<file path="src/logic/drf_pkg.sv">
/*
  shared constants of the digital retransmission formatter: register map,
  field positions, reset values, format and source codes, limits.
  assumes a 32-bit axi4-lite register bus and byte addressing.
*/
`default_nettype none
package drf_pkg;
  // ----------------------------------------------------------------
  // register map
  // ----------------------------------------------------------------
  localparam logic [7:0] ADDR_CTRL = 8'h00;
  localparam logic [7:0] ADDR_SCALE_BOTTOM = 8'h04;
  localparam logic [7:0] ADDR_SCALE_TOP = 8'h08;
  localparam logic [7:0] ADDR_STATUS = 8'h0C;
  localparam int CTRL_SRC_LSB = 0;
  localparam int CTRL_FMT_LSB = 4;
  localparam int CTRL_POL_BIT = 8;
  localparam int CTRL_DROP_LSB = 12;
  localparam int STATUS_SAT_BIT = 16;
  localparam logic [2:0] CTRL_SRC_RESET = 3'h0;
  localparam logic [1:0] CTRL_FMT_RESET = 2'h0;
  localparam logic CTRL_POL_RESET = 1'b1;
  localparam logic [1:0] CTRL_DROP_RESET = 2'h0;
  localparam logic [31:0] SCALE_BOTTOM_RESET = 32'h0000_0000;
  localparam logic [31:0] SCALE_TOP_RESET = 32'h0000_FFFF;
  // ----------------------------------------------------------------
  // format and source codes
  // ----------------------------------------------------------------
  localparam logic [1:0] FMT_SIGNED = 2'h0;
  localparam logic [1:0] FMT_UNSIGNED = 2'h1;
  localparam logic [1:0] FMT_SCALED = 2'h2;
  localparam logic [1:0] FMT_BCD = 2'h3;
  localparam logic [2:0] SRC_CH1 = 3'h0;
  localparam logic [2:0] SRC_CH2 = 3'h1;
  localparam logic [2:0] SRC_TEMP1 = 3'h2;
  localparam logic [2:0] SRC_TEMP2 = 3'h3;
  localparam logic [2:0] SRC_REJECT = 3'h4;
  // ----------------------------------------------------------------
  // limits and timing
  // ----------------------------------------------------------------
  localparam logic signed [31:0] SIGNED_HI = 32'sh0000_7FFF;
  localparam logic signed [31:0] SIGNED_LO = -32'sh0000_7FFF;
  localparam logic signed [31:0] UNSIGNED_HI = 32'sh0000_FFFF;
  localparam logic [15:0] SCALE_FULL = 16'hFFFF;
  localparam logic [31:0] BCD_MAX = 32'h0000_270F;
  localparam logic [5:0] DIV_STEPS = 6'h30;
  localparam logic [1:0] AXI_OKAY = 2'h0;
  localparam logic [1:0] AXI_SLVERR = 2'h2;
endpackage : drf_pkg
`default_nettype wire

</file>
<file path="src/logic/drf_fmt_if.sv">
/*
  carrier between the register front end and the formatting core.
  assumes both ends share aclk.
*/
`timescale 1ns/10ps
`default_nettype none
interface drf_fmt_if;
  logic [31:0] value;
  logic [1:0] fmt;
  logic [1:0] drop;
  logic [31:0] scale_bottom;
  logic [31:0] scale_top;
  logic [15:0] word;
  logic saturated;
  modport ctl (output value, fmt, drop, scale_bottom, scale_top,
               input word, saturated);
  modport core (input value, fmt, drop, scale_bottom, scale_top,
                output word, saturated);
endinterface : drf_fmt_if
`default_nettype wire

</file>
<file path="src/logic/drf_core.sv">
/*
  formatting core: turns the selected display value into a 16-bit word.
  assumes inputs synchronous to aclk; a new word every 2 cycles, or
  DIV_STEPS + 2 cycles in scaled binary.
*/
`timescale 1ns/10ps
`default_nettype none
module drf_core (
  input wire logic aclk,
  input wire logic aresetn,
  input wire logic ce,
  drf_fmt_if.core bus
);
  typedef enum logic [1:0] {
    S_IDLE = 2'b00, S_DIV = 2'b01, S_DONE = 2'b11
  } drf_state_e;

  drf_state_e st, next_st;
  logic [5:0] cnt, next_cnt;
  logic [47:0] quo, next_quo;
  logic [32:0] rem, next_rem;
  logic signed [31:0] cap_val, next_cap_val;
  logic [1:0] cap_fmt, next_cap_fmt;
  logic [1:0] cap_drop, next_cap_drop;
  logic [31:0] cap_top, next_cap_top;
  logic [15:0] word, next_word;
  logic sat, next_sat;

  // ----------------------------------------------------------------
  // helpers
  // ----------------------------------------------------------------
  function automatic logic [31:0] drop_digits(input logic [31:0] v,
                                              input logic [1:0] d);
    case (d)
      2'h0: drop_digits = v;
      2'h1: drop_digits = v / 32'h0000_000A;
      2'h2: drop_digits = v / 32'h0000_0064;
      default: drop_digits = v / 32'h0000_03E8;
    endcase
  endfunction : drop_digits

  function automatic logic [15:0] to_bcd(input logic [13:0] v);
    logic [29:0] sh;
    sh = {16'h0000, v};
    for (int i = 0; i < 14; i++) begin
      for (int n = 0; n < 4; n++) begin
        if (sh[14 + 4*n +: 4] > 4'h4) begin
          sh[14 + 4*n +: 4] = sh[14 + 4*n +: 4] + 4'h3;
        end
      end
      sh = {sh[28:0], 1'b0};
    end
    to_bcd = sh[29:14];
  endfunction : to_bcd

  // ----------------------------------------------------------------
  // next state
  // ----------------------------------------------------------------
  logic signed [32:0] diff;
  logic [32:0] rem_sh;
  logic [31:0] kept;
  assign diff = $signed({bus.value[31], bus.value})
              - $signed({bus.scale_bottom[31], bus.scale_bottom});
  assign rem_sh = {rem[31:0], quo[47]};
  assign kept = drop_digits(cap_val, cap_drop);

  always_comb begin
    next_st = st;
    next_cnt = cnt;
    next_quo = quo;
    next_rem = rem;
    next_cap_val = cap_val;
    next_cap_fmt = cap_fmt;
    next_cap_drop = cap_drop;
    next_cap_top = cap_top;
    next_word = word;
    next_sat = sat;
    case (st)
      S_IDLE: begin
        next_cap_val = bus.value;
        next_cap_fmt = bus.fmt;
        next_cap_drop = bus.drop;
        next_cap_top = bus.scale_top;
        next_rem = 33'h0_0000_0000;
        next_cnt = 6'h00;
        next_st = S_DONE;
        if (bus.fmt == drf_pkg::FMT_SCALED) begin
          // value at or below bottom gives zero; zero or negative top cannot be divided, pin to full scale
          if (diff <= 0) begin
            next_quo = 48'h0000_0000_0000;
          end else if (bus.scale_top[31] || bus.scale_top == 32'h0) begin
            next_quo = 48'hFFFF_FFFF_FFFF;
          end else begin
            next_quo = 48'(diff[31:0]) * 48'(drf_pkg::SCALE_FULL);
            next_st = S_DIV;
          end
        end
      end
      S_DIV: begin
        // restoring division, one quotient bit a cycle: trades speed
        // for no wide divider on the path
        if (rem_sh >= {1'b0, cap_top}) begin
          next_rem = rem_sh - {1'b0, cap_top};
          next_quo = {quo[46:0], 1'b1};
        end else begin
          next_rem = rem_sh;
          next_quo = {quo[46:0], 1'b0};
        end
        next_cnt = cnt + 6'h01;
        if (cnt == drf_pkg::DIV_STEPS - 6'h01) begin
          next_st = S_DONE;
        end
      end
      S_DONE: begin
        next_st = S_IDLE;
        next_sat = 1'b0;
        case (cap_fmt)
          drf_pkg::FMT_SIGNED: begin
            if (cap_val > drf_pkg::SIGNED_HI) begin
              next_word = drf_pkg::SIGNED_HI[15:0];
              next_sat = 1'b1;
            end else if (cap_val < drf_pkg::SIGNED_LO) begin
              next_word = drf_pkg::SIGNED_LO[15:0];
              next_sat = 1'b1;
            end else begin
              next_word = cap_val[15:0];
            end
          end
          drf_pkg::FMT_UNSIGNED: begin
            if (cap_val < 0) begin
              next_word = 16'h0000;
              next_sat = 1'b1;
            end else if (cap_val > drf_pkg::UNSIGNED_HI) begin
              next_word = drf_pkg::UNSIGNED_HI[15:0];
              next_sat = 1'b1;
            end else begin
              next_word = cap_val[15:0];
            end
          end
          drf_pkg::FMT_SCALED: begin
            if (quo > 48'(drf_pkg::SCALE_FULL)) begin
              next_word = drf_pkg::SCALE_FULL;
              next_sat = 1'b1;
            end else begin
              next_word = quo[15:0];
            end
          end
          default: begin
            if (cap_val < 0) begin
              next_word = 16'h0000;
              next_sat = 1'b1;
            end else if (kept > drf_pkg::BCD_MAX) begin
              next_word = to_bcd(drf_pkg::BCD_MAX[13:0]);
              next_sat = 1'b1;
            end else begin
              next_word = to_bcd(kept[13:0]);
            end
          end
        endcase
      end
      default: next_st = S_IDLE;
    endcase
  end

  always_ff @(posedge aclk) begin
    if (!aresetn) begin
      st <= S_IDLE;
      cnt <= 6'h00;
      quo <= 48'h0000_0000_0000;
      rem <= 33'h0_0000_0000;
      cap_val <= 32'sh0000_0000;
      cap_fmt <= drf_pkg::CTRL_FMT_RESET;
      cap_drop <= drf_pkg::CTRL_DROP_RESET;
      cap_top <= drf_pkg::SCALE_TOP_RESET;
      word <= 16'h0000;
      sat <= 1'b0;
    end else if (ce) begin
      st <= next_st;
      cnt <= next_cnt;
      quo <= next_quo;
      rem <= next_rem;
      cap_val <= next_cap_val;
      cap_fmt <= next_cap_fmt;
      cap_drop <= next_cap_drop;
      cap_top <= next_cap_top;
      word <= next_word;
      sat <= next_sat;
    end
  end

  assign bus.word = word;
  assign bus.saturated = sat;
endmodule : drf_core
`default_nettype wire

</file>
<file path="src/logic/drf_top.sv">
/*
  digital retransmission formatter: axi4-lite register slave, value
  source select, output polarity and the parallel 16-bit output word.
  assumes one clock aclk, synchronous active-low reset, inputs already
  synchronous to aclk, and a master that keeps axi4-lite handshakes.
*/
// The register addresses and the AXI4-Lite interface to the registers are this design's own decisions.
`timescale 1ns/10ps
`default_nettype none
// How it works
// - signed binary format drives the value as signed word, -32767..32767.
// - unsigned binary format drives the value as unsigned word, 0..65535.
// - bcd format retransmits at most four decimal digits.
// - after reset the format selection is signed binary.
// - active-low polarity: logic one is 0V, logic zero is high.
// - active-high polarity: logic one is high, logic zero is 0V.
// - bcd digit drop 0..3 discards that many low decimal digits.
// - scaled binary gives (value - bottom) * 65535 / top, rounding allowed.
// - the output is 16 bits wide in every format.
// - source is channel 1, channel 2, temp 1, temp 2 or rejection.
module drf_top #(
  parameter int ADDR_W = 8
) (
  input wire logic aclk,
  input wire logic aresetn,
  input wire logic ce,
  input wire logic [ADDR_W-1:0] s_axi_awaddr,
  input wire logic [2:0] s_axi_awprot,
  input wire logic s_axi_awvalid,
  output logic s_axi_awready,
  input wire logic [31:0] s_axi_wdata,
  input wire logic [3:0] s_axi_wstrb,
  input wire logic s_axi_wvalid,
  output logic s_axi_wready,
  output logic [1:0] s_axi_bresp,
  output logic s_axi_bvalid,
  input wire logic s_axi_bready,
  input wire logic [ADDR_W-1:0] s_axi_araddr,
  input wire logic [2:0] s_axi_arprot,
  input wire logic s_axi_arvalid,
  output logic s_axi_arready,
  output logic [31:0] s_axi_rdata,
  output logic [1:0] s_axi_rresp,
  output logic s_axi_rvalid,
  input wire logic s_axi_rready,
  input wire logic [31:0] ch1_value,
  input wire logic [31:0] ch2_value,
  input wire logic [31:0] temp1_value,
  input wire logic [31:0] temp2_value,
  input wire logic [31:0] reject_value,
  output logic [15:0] dout
);
  drf_fmt_if fbus ();

  // ----------------------------------------------------------------
  // register state
  // ----------------------------------------------------------------
  logic [2:0] src, next_src;
  logic [1:0] fmt, next_fmt;
  logic pol_high, next_pol_high;
  logic [1:0] drop, next_drop;
  logic [31:0] scale_bottom, next_scale_bottom;
  logic [31:0] scale_top, next_scale_top;
  logic aw_got, next_aw_got;
  logic [ADDR_W-1:0] aw_addr, next_aw_addr;
  logic w_got, next_w_got;
  logic [31:0] w_data, next_w_data;
  logic [3:0] w_strb, next_w_strb;
  logic bvalid, next_bvalid;
  logic [1:0] bresp, next_bresp;
  logic rvalid, next_rvalid;
  logic [31:0] rdata, next_rdata;
  logic [1:0] rresp, next_rresp;
  logic [15:0] next_dout;

  // ----------------------------------------------------------------
  // helpers
  // ----------------------------------------------------------------
  function automatic logic [31:0] merge(input logic [31:0] old,
                                        input logic [31:0] data,
                                        input logic [3:0] strb);
    merge = old;
    for (int b = 0; b < 4; b++) begin
      if (strb[b]) begin
        merge[8*b +: 8] = data[8*b +: 8];
      end
    end
  endfunction : merge

  function automatic logic [7:0] word_addr(input logic [ADDR_W-1:0] a);
    logic [7:0] w;
    w = 8'(a);
    word_addr = {w[7:2], 2'b00};
  endfunction : word_addr

  logic [31:0] ctrl_word;
  always_comb begin
    ctrl_word = 32'h0000_0000;
    ctrl_word[drf_pkg::CTRL_SRC_LSB +: 3] = src;
    ctrl_word[drf_pkg::CTRL_FMT_LSB +: 2] = fmt;
    ctrl_word[drf_pkg::CTRL_POL_BIT] = pol_high;
    ctrl_word[drf_pkg::CTRL_DROP_LSB +: 2] = drop;
  end

  // ----------------------------------------------------------------
  // source select and core
  // ----------------------------------------------------------------
  always_comb begin
    case (src)
      drf_pkg::SRC_CH2: fbus.value = ch2_value;
      drf_pkg::SRC_TEMP1: fbus.value = temp1_value;
      drf_pkg::SRC_TEMP2: fbus.value = temp2_value;
      drf_pkg::SRC_REJECT: fbus.value = reject_value;
      default: fbus.value = ch1_value;
    endcase
  end
  assign fbus.fmt = fmt;
  assign fbus.drop = drop;
  assign fbus.scale_bottom = scale_bottom;
  assign fbus.scale_top = scale_top;

  drf_core u_core (
    .aclk(aclk),
    .aresetn(aresetn),
    .ce(ce),
    .bus(fbus.core)
  );

  // ----------------------------------------------------------------
  // axi4-lite slave
  // ----------------------------------------------------------------
  // readies are gated by ce so nothing is taken while state is frozen
  assign s_axi_awready = ce && !aw_got && !bvalid;
  assign s_axi_wready = ce && !w_got && !bvalid;
  assign s_axi_arready = ce && !rvalid;
  assign s_axi_bvalid = bvalid;
  assign s_axi_bresp = bresp;
  assign s_axi_rvalid = rvalid;
  assign s_axi_rdata = rdata;
  assign s_axi_rresp = rresp;

  logic aw_take, w_take, wr_fire;
  logic [7:0] wa, ra;
  logic [31:0] wd;
  logic [3:0] ws;
  logic [31:0] cw;
  assign aw_take = s_axi_awvalid && s_axi_awready;
  assign w_take = s_axi_wvalid && s_axi_wready;
  assign wr_fire = (aw_got || aw_take) && (w_got || w_take);
  assign wa = word_addr(aw_got ? aw_addr : s_axi_awaddr);
  assign wd = w_got ? w_data : s_axi_wdata;
  assign ws = w_got ? w_strb : s_axi_wstrb;
  assign ra = word_addr(s_axi_araddr);
  assign cw = merge(ctrl_word, wd, ws);

  always_comb begin
    next_src = src;
    next_fmt = fmt;
    next_pol_high = pol_high;
    next_drop = drop;
    next_scale_bottom = scale_bottom;
    next_scale_top = scale_top;
    next_aw_got = aw_got;
    next_aw_addr = aw_addr;
    next_w_got = w_got;
    next_w_data = w_data;
    next_w_strb = w_strb;
    next_bvalid = bvalid;
    next_bresp = bresp;
    next_rvalid = rvalid;
    next_rdata = rdata;
    next_rresp = rresp;
    if (aw_take) begin
      next_aw_got = 1'b1;
      next_aw_addr = s_axi_awaddr;
    end
    if (w_take) begin
      next_w_got = 1'b1;
      next_w_data = s_axi_wdata;
      next_w_strb = s_axi_wstrb;
    end
    if (bvalid && s_axi_bready) begin
      next_bvalid = 1'b0;
    end
    if (wr_fire) begin
      next_aw_got = 1'b0;
      next_w_got = 1'b0;
      next_bvalid = 1'b1;
      next_bresp = drf_pkg::AXI_OKAY;
      case (wa)
        drf_pkg::ADDR_CTRL: begin
          next_src = cw[drf_pkg::CTRL_SRC_LSB +: 3];
          next_fmt = cw[drf_pkg::CTRL_FMT_LSB +: 2];
          next_pol_high = cw[drf_pkg::CTRL_POL_BIT];
          next_drop = cw[drf_pkg::CTRL_DROP_LSB +: 2];
        end
        drf_pkg::ADDR_SCALE_BOTTOM: begin
          next_scale_bottom = merge(scale_bottom, wd, ws);
        end
        drf_pkg::ADDR_SCALE_TOP: next_scale_top = merge(scale_top, wd, ws);
        drf_pkg::ADDR_STATUS: next_bresp = drf_pkg::AXI_OKAY;
        default: next_bresp = drf_pkg::AXI_SLVERR;
      endcase
    end
    if (rvalid && s_axi_rready) begin
      next_rvalid = 1'b0;
    end
    if (s_axi_arvalid && s_axi_arready) begin
      next_rvalid = 1'b1;
      next_rresp = drf_pkg::AXI_OKAY;
      case (ra)
        drf_pkg::ADDR_CTRL: next_rdata = ctrl_word;
        drf_pkg::ADDR_SCALE_BOTTOM: next_rdata = scale_bottom;
        drf_pkg::ADDR_SCALE_TOP: next_rdata = scale_top;
        drf_pkg::ADDR_STATUS: begin
          next_rdata = {15'h0000, fbus.saturated, fbus.word};
        end
        default: begin
          next_rdata = 32'h0000_0000;
          next_rresp = drf_pkg::AXI_SLVERR;
        end
      endcase
    end
  end

  // ----------------------------------------------------------------
  // output pins
  // ----------------------------------------------------------------
  always_comb begin
    if (pol_high) begin
      next_dout = fbus.word;
    end else begin
      next_dout = ~fbus.word;
    end
  end

  always_ff @(posedge aclk) begin
    if (!aresetn) begin
      src <= drf_pkg::CTRL_SRC_RESET;
      fmt <= drf_pkg::CTRL_FMT_RESET;
      pol_high <= drf_pkg::CTRL_POL_RESET;
      drop <= drf_pkg::CTRL_DROP_RESET;
      scale_bottom <= drf_pkg::SCALE_BOTTOM_RESET;
      scale_top <= drf_pkg::SCALE_TOP_RESET;
      aw_got <= 1'b0;
      aw_addr <= '0;
      w_got <= 1'b0;
      w_data <= 32'h0000_0000;
      w_strb <= 4'h0;
      bvalid <= 1'b0;
      bresp <= drf_pkg::AXI_OKAY;
      rvalid <= 1'b0;
      rdata <= 32'h0000_0000;
      rresp <= drf_pkg::AXI_OKAY;
      dout <= 16'h0000;
    end else if (ce) begin
      src <= next_src;
      fmt <= next_fmt;
      pol_high <= next_pol_high;
      drop <= next_drop;
      scale_bottom <= next_scale_bottom;
      scale_top <= next_scale_top;
      aw_got <= next_aw_got;
      aw_addr <= next_aw_addr;
      w_got <= next_w_got;
      w_data <= next_w_data;
      w_strb <= next_w_strb;
      bvalid <= next_bvalid;
      bresp <= next_bresp;
      rvalid <= next_rvalid;
      rdata <= next_rdata;
      rresp <= next_rresp;
      dout <= next_dout;
    end
  end
endmodule : drf_top
`default_nettype wire

</file>
<file path="config.mk">
export PLATFORM = sky130hd
export DESIGN_NAME = drf_top
export DESIGN_NICKNAME = d
export VERILOG_FILES = /design/src/logic/drf_pkg.sv /design/src/logic/drf_fmt_if.sv /design/src/logic/drf_core.sv /design/src/logic/drf_top.sv
export SDC_FILE = /design/constraint.sdc
export NUM_CORES = 2
export LEC_CHECK = 0
export BUFFER_PORTS_ARGS = -buffer_cell sky130_fd_sc_hd__buf_2
export CAP_MARGIN = 40
export CORE_MARGIN = 3
export CORE_UTILIZATION = 69
export CTS_CLUSTER_DIAMETER = 80
export DETAILED_ROUTE_END_ITERATION = 16
export GPL_ROUTABILITY_DRIVEN = 0
export PLACE_DENSITY_LB_ADDON = 0.05
export SLEW_MARGIN = 10
export SYNTH_ARGS = -nofsm -noshare
export SYNTH_HDL_FRONTEND = slang
export SYNTH_SLANG_ARGS = --single-unit
</file>
<file path="constraint.sdc">
create_clock -name aclk -period 125.1 [get_ports aclk]
set_input_delay 18.765 -clock aclk [delete_from_list [all_inputs] [get_ports aclk]]
set_output_delay 18.765 -clock aclk [all_outputs]
set_load 0.005 [all_outputs]
</file>
# Word level (Yosys, flattened, before mapping)
# Index checks and enable logic that the tools add are counted.
[word_totals]
word_cells = 336
register_bits = 345
out_inout_bits = 57
[classes]
n_addsub = 29
n_div = 3
reduce_logical = 55
mul = 1
order_cmp = 34
n_eq_ne = 20
muxes = 160
n_bitwise = 1
[op_table]
columns = ["operator", "count"]
rows = [
  ["$mux 4", 109],
  ["$pmux 32 s4", 2],
  ["$mux 48", 3],
  ["$mux 16", 8],
  ["$pmux 32 s3", 1],
  ["$pmux 48 s2", 1],
  ["$gt 4x3->1 const B", 22],
  ["$add 4x2->4 const B", 21],
  ["$mux 32", 2],
  ["$pmux 32 s2", 1],
  ["$gt 48x16->1 const B", 1],
  ["$mul 32x16->48 const B", 1],
  ["$pmux 16 s3", 1],
  ["$reduce_and 4->1", 10],
  ["$ge 33x32->1", 1],
  ["$le 33x1->1 const B", 1],
  ["$sub 32x32->33", 1],
  ["$div 32x10->32 const B", 1],
  ["$div 32x4->32 const B", 1],
  ["$div 32x7->32 const B", 1],
  ["$gt 32x14->1 const B", 1],
  ["$gt 32x16->1 const B", 1],
  ["$gt 32x17->1 const B", 1],
  ["$logic_not 32->1", 1],
  ["other kinds (34)", 110],
]

# Longest topological paths before layout
[logic_depth]
depth_word = 67
ltp_mapped = 342
ltp_nobuf = 320

# Cells and area by module
# Synthesis repeated with hierarchy kept, for this count alone.
[hier_totals]
cells_unflattened = 6420
area_unflattened_um2 = 51799.7
[modules_own_cells]
columns = ["module", "n_inst", "cells_per_inst", "area_each_um2"]
rows = [
  ["drf_core", 1, 5471, 43526.7],
  ["drf_top", 1, 949, 8272.9],
]

# Worst setup path before layout
# Ideal clock, no wire load.
[synth_path]
kind = "reg2reg"
from = "register u_core.cap_drop[1]"
to = "register u_core.word[0] (netlist: u_core.bus.word[0])"
arrival_ns = 63.213
stages_incl_launch_ff = 313
slack_ns = 61.742
required_time_ns = 124.955
cell_sequence = "dfxtp_1 > inv_1 > ha_1 > inv_1 > ha_1 > and4b_1 > nand2_1 > nor4_1 > o21ai_0 > a21o_1 > ha_1 > o21a_1 > o21ai_0 > mux2i_1 > a31oi_1 > ha_1 > o21a_1 > o21a_1 > [... 277 more ...] > a21o_2 > nor2_1 > or4b_1 > or4_4 > or3_1 > buf_6 > buf_6 > nor2_1 > a21oi_1 > ha_1 > a211oi_1 > nand3_1 > a2111oi_0 > and3_1 > o2111ai_1 > a2111o_1 > a2111oi_0 > a41oi_1"
[synth_via]
elab_chain_len = 6
[synth_rtl]
columns = ["element", "line", "rtl"]
rows = [
  ["start: declaration", "drf_core.sv:24", "logic [1:0] cap_drop, next_cap_drop;"],
  ["start signal: assignment", "drf_core.sv:173", "cap_drop <= drf_pkg::CTRL_DROP_RESET;"],
  ["start signal: assignment", "drf_core.sv:184", "cap_drop <= next_cap_drop;"],
  ["$eq 2x2->1 (tied with other cells)", "drf_core.sv:34", "case (d)"],
  ["$pmux 32 s3 *", "drf_core.sv:34", ""],
  ["$gt 32x14->1", "drf_core.sv:152", "end else if (kept > drf_pkg::BCD_MAX) begin"],
  ["$mux 16 *", "drf_core.sv:152", ""],
  ["$mux 16 *", "drf_core.sv:149", "if (cap_val < 0) begin"],
  ["$pmux 16 s3 *", "drf_core.sv:117", "case (cap_fmt)"],
  ["end signal: assignment", "drf_core.sv:186", "word <= next_word;"],
  ["end: declaration", "drf_core.sv:26", "logic [15:0] word, next_word;"],
]
# Mark *: on every way between the ends. The rest lies on a longest branch, timed or not.
# A chain may end at the register's enable or synchronous reset.

# Worst setup path in the final report
# Ends and elaborated chain as after synthesis.

==> results.cfg <==
[outcome]
status = completed

[clocking]
root_buffer = clkbuf_16
cts.repair.resized = 0
insertion_delay_ps = 560
clk_pin_slew_ps = 70
cts_buffers = 35
clock_path_buffers = 3
holdBufCountCts = 0
cts_tree = yes
cts.sinks = 341
cts_setup_buffers = 0
h-tree-depth = 2

[sta]
slew_violations = 0
setup_viol = 0
finalCritPeriodShare_pct = 61.7
setup_ws_ps = 47970
fin_skew_ps = 29.4
fmax_mhz = 13.0
period_needed_ps = 77130
fin_tns_setup_ps = 0
worst_slew_pin_slew_ps = 1150
relSlewSlack_pct = 23.3
hold_viol = 0
grt_setup_unrepaired = false

[place]
numPortBuffers = 270
dp_slack_ps = 50160
dpl.hpwl_um = 125000

[grt]
antenna_found_initial = 6
use_met1_pct = 50.0
grtUsageTotal_pct = 38.7
grt_pass1_vias = 46900
overflow = 0
use_met3_pct = 8.46
grt_use_met2_pct = 62.6
grt_max_degree = 97
grt-busiest-layer = met2
grt_pass1_wl_um = 246000

[route]
drcViolationCount = 0
avgRoutedWirePerCell_um = 20.7
viasPerCell = 6.61
via_count = 49500
first_pass_iters = 6
ant_nets = 0
drt-total-wl_um = 155000
drtIter0Drc = 4785

[synth]
syn_inst = 6385
synth_warnings = 0
synth_cell_types = 154
synth_edf_count = 0
synth_top_area_share_pct = 13.5
netlist_area_um2 = 50700
seq_area_frac_synth_pct = 13.5
synth_area_leader_cell = dfxtp_1
ys.flop_type = dfxtp_1
async_reset_ff_share_pct = 0
ys_ff_latch = 341
syn_avg_cell_area_um2 = 7.95
synth.area.top_cells = dfxtp_1 (13%), ha_1 (11%), fa_1 (11%), xnor2_1 (4.5%), nand2_1 (4.4%)

[critical_path]
worstSetupEndpointType = flop
worstSetupPathType = flop to flop
worstPathRequired_ps = 125510
worst_path_most_repeated_cell = o21ai_0
cp_slowest_cell = nor4_4
setup.worst_path.start_class = flop
slowest_delay_ps = 890
arrival_ps = 77540
ff2ff_setup_slack_ps = 47970
cp_max_fo = 35

[die]
ios = 283
std_cell_rows = 98
start_util_pct = 70.3
dieHeight_um = 277
core_area_um2 = 72200
die-area_um2 = 76800
die_w_um = 277

[cells_and_area]
seq_area_um2 = 6830
area_growth_pct = 6.29
layout.nets = 7461
multi_input_area_um2 = 40700
layout_commonest_cell = nand2_1
nFillCells = 5547
layout_common_cells = nand2_1 (596), inv_1 (547), ha_1 (459)
drive_above_1_share_pct = 10.6

[worst_hold_path]
hold_class = flop to flop

[job]
maxCapViolCount = 0
cells by family after synthesis:
family,Yosys count,share of synthesized area [%]
buffers and inverters,807,6.42
AO/OA/AOI/OAI,1967,27.1
multiplexers,218,4.66
other,1,0.00739
flip-flops,341,13.5
adder cells (fa/ha/maj),734,22.1
AND/OR/NAND/NOR,1928,19.5
XOR/XNOR,389,6.72
metrics by stage:
stage	instance area, µm²	utilization (%)	hold slack (ps)	instances
finish	53900	74.7	462	7480
global route	53900	74.7	482	7478
CTS	53900	74.6	465	7475
detailed placement	52700	73.0	455	7413
global placement	52500	72.7	450	7392
floorplan	50700	-	436	6386
cells in the mapped netlist, drive strengths merged (15+ instances only):
master / number
nand2: 601
inv: 547
ha: 462
a21oi: 441
nor2: 400
o21ai: 349
dfxtp: 341
fa: 271
xnor2: 263
a21o: 205
clkbuf: 197
mux2i: 158
nor3: 140
o211a: 128
xor2: 126
nand3: 110
nor2b: 104
a22oi: 100
nand2b: 91
a211oi: 89
and2: 75
o21a: 72
nand4: 71
nor4: 67
o21bai: 66
a21boi: 65
buf: 63
a31oi: 56
mux2: 52
o211ai: 52
o22ai: 50
or3: 48
and3: 46
or2: 40
o31ai: 36
or4: 31
a22o: 25
a211o: 24
a31o: 22
nor3b: 20
o311ai: 18
a2111oi: 15
worst max-delay path, delay by kind of cell, from the launching register on:
family	cells	cell delay (ps)
compound gates	130	33790
xor+xnor	1	310
fa+ha+maj	32	11250
buf+inv	10	1720
flops	1	330
mux	14	5040
simple gates	92	24420
area by class of cell:
cell class / count / share of cell area, %
multi-input cells: 5238 / 75.5
flip-flops and latches: 341 / 12.7
inverters: 547 / 3.81
repair buffers: 339 / 3.65
well taps: 950 / 2.20
clock buffers: 46 / 1.77
clock inverters: 16 / 0.336
diodes: 3 / 0.0139
sequential cells by signal, indices dropped and copies added, names as in the netlist, 2 cells and up:
register / cells
u_core.cap_drop: 2
u_core.cnt: 6
u_core.st: 2
src: 3
w_strb: 4
u_core.cap_top: 32
aw_addr: 6
w_data: 32
fbus.scale_top: 32
u_core.cap_fmt: 2
u_core.cap_val: 32
fbus.scale_bottom: 32
dout: 16
s_axi_rdata: 32
drop: 2
fbus.fmt: 2
u_core.bus.word: 16
u_core.rem: 32
u_core.quo: 48
routing by layer:
layer,routed length [µm],part of all wire [%]
met5,17,0.011
met4,7340,4.7
met2,69500,45
met3,15600,10
met1,62200,40
path summary, 6_finish.rpt:
kind	start	cells past startpoint	end
setup reg to reg	u_core.cap_drop[1]$_SDFFE_PN0P_	279	u_core.bus.word[0]$_SDFFE_PN0P_
hold reg to reg	u_core.cap_top[6]$_SDFFE_PN1P_	2	u_core.cap_top[6]$_SDFFE_PN1P_
hold / removal	u_core.cap_top[6]$_SDFFE_PN1P_	2	u_core.cap_top[6]$_SDFFE_PN1P_
setup / recovery	u_core.cap_drop[1]$_SDFFE_PN0P_	279	u_core.bus.word[0]$_SDFFE_PN0P_
Power is left out: the tool's default activity adds up to more than one toggle a clock period on the data nets, which glitch-free logic cannot reach.
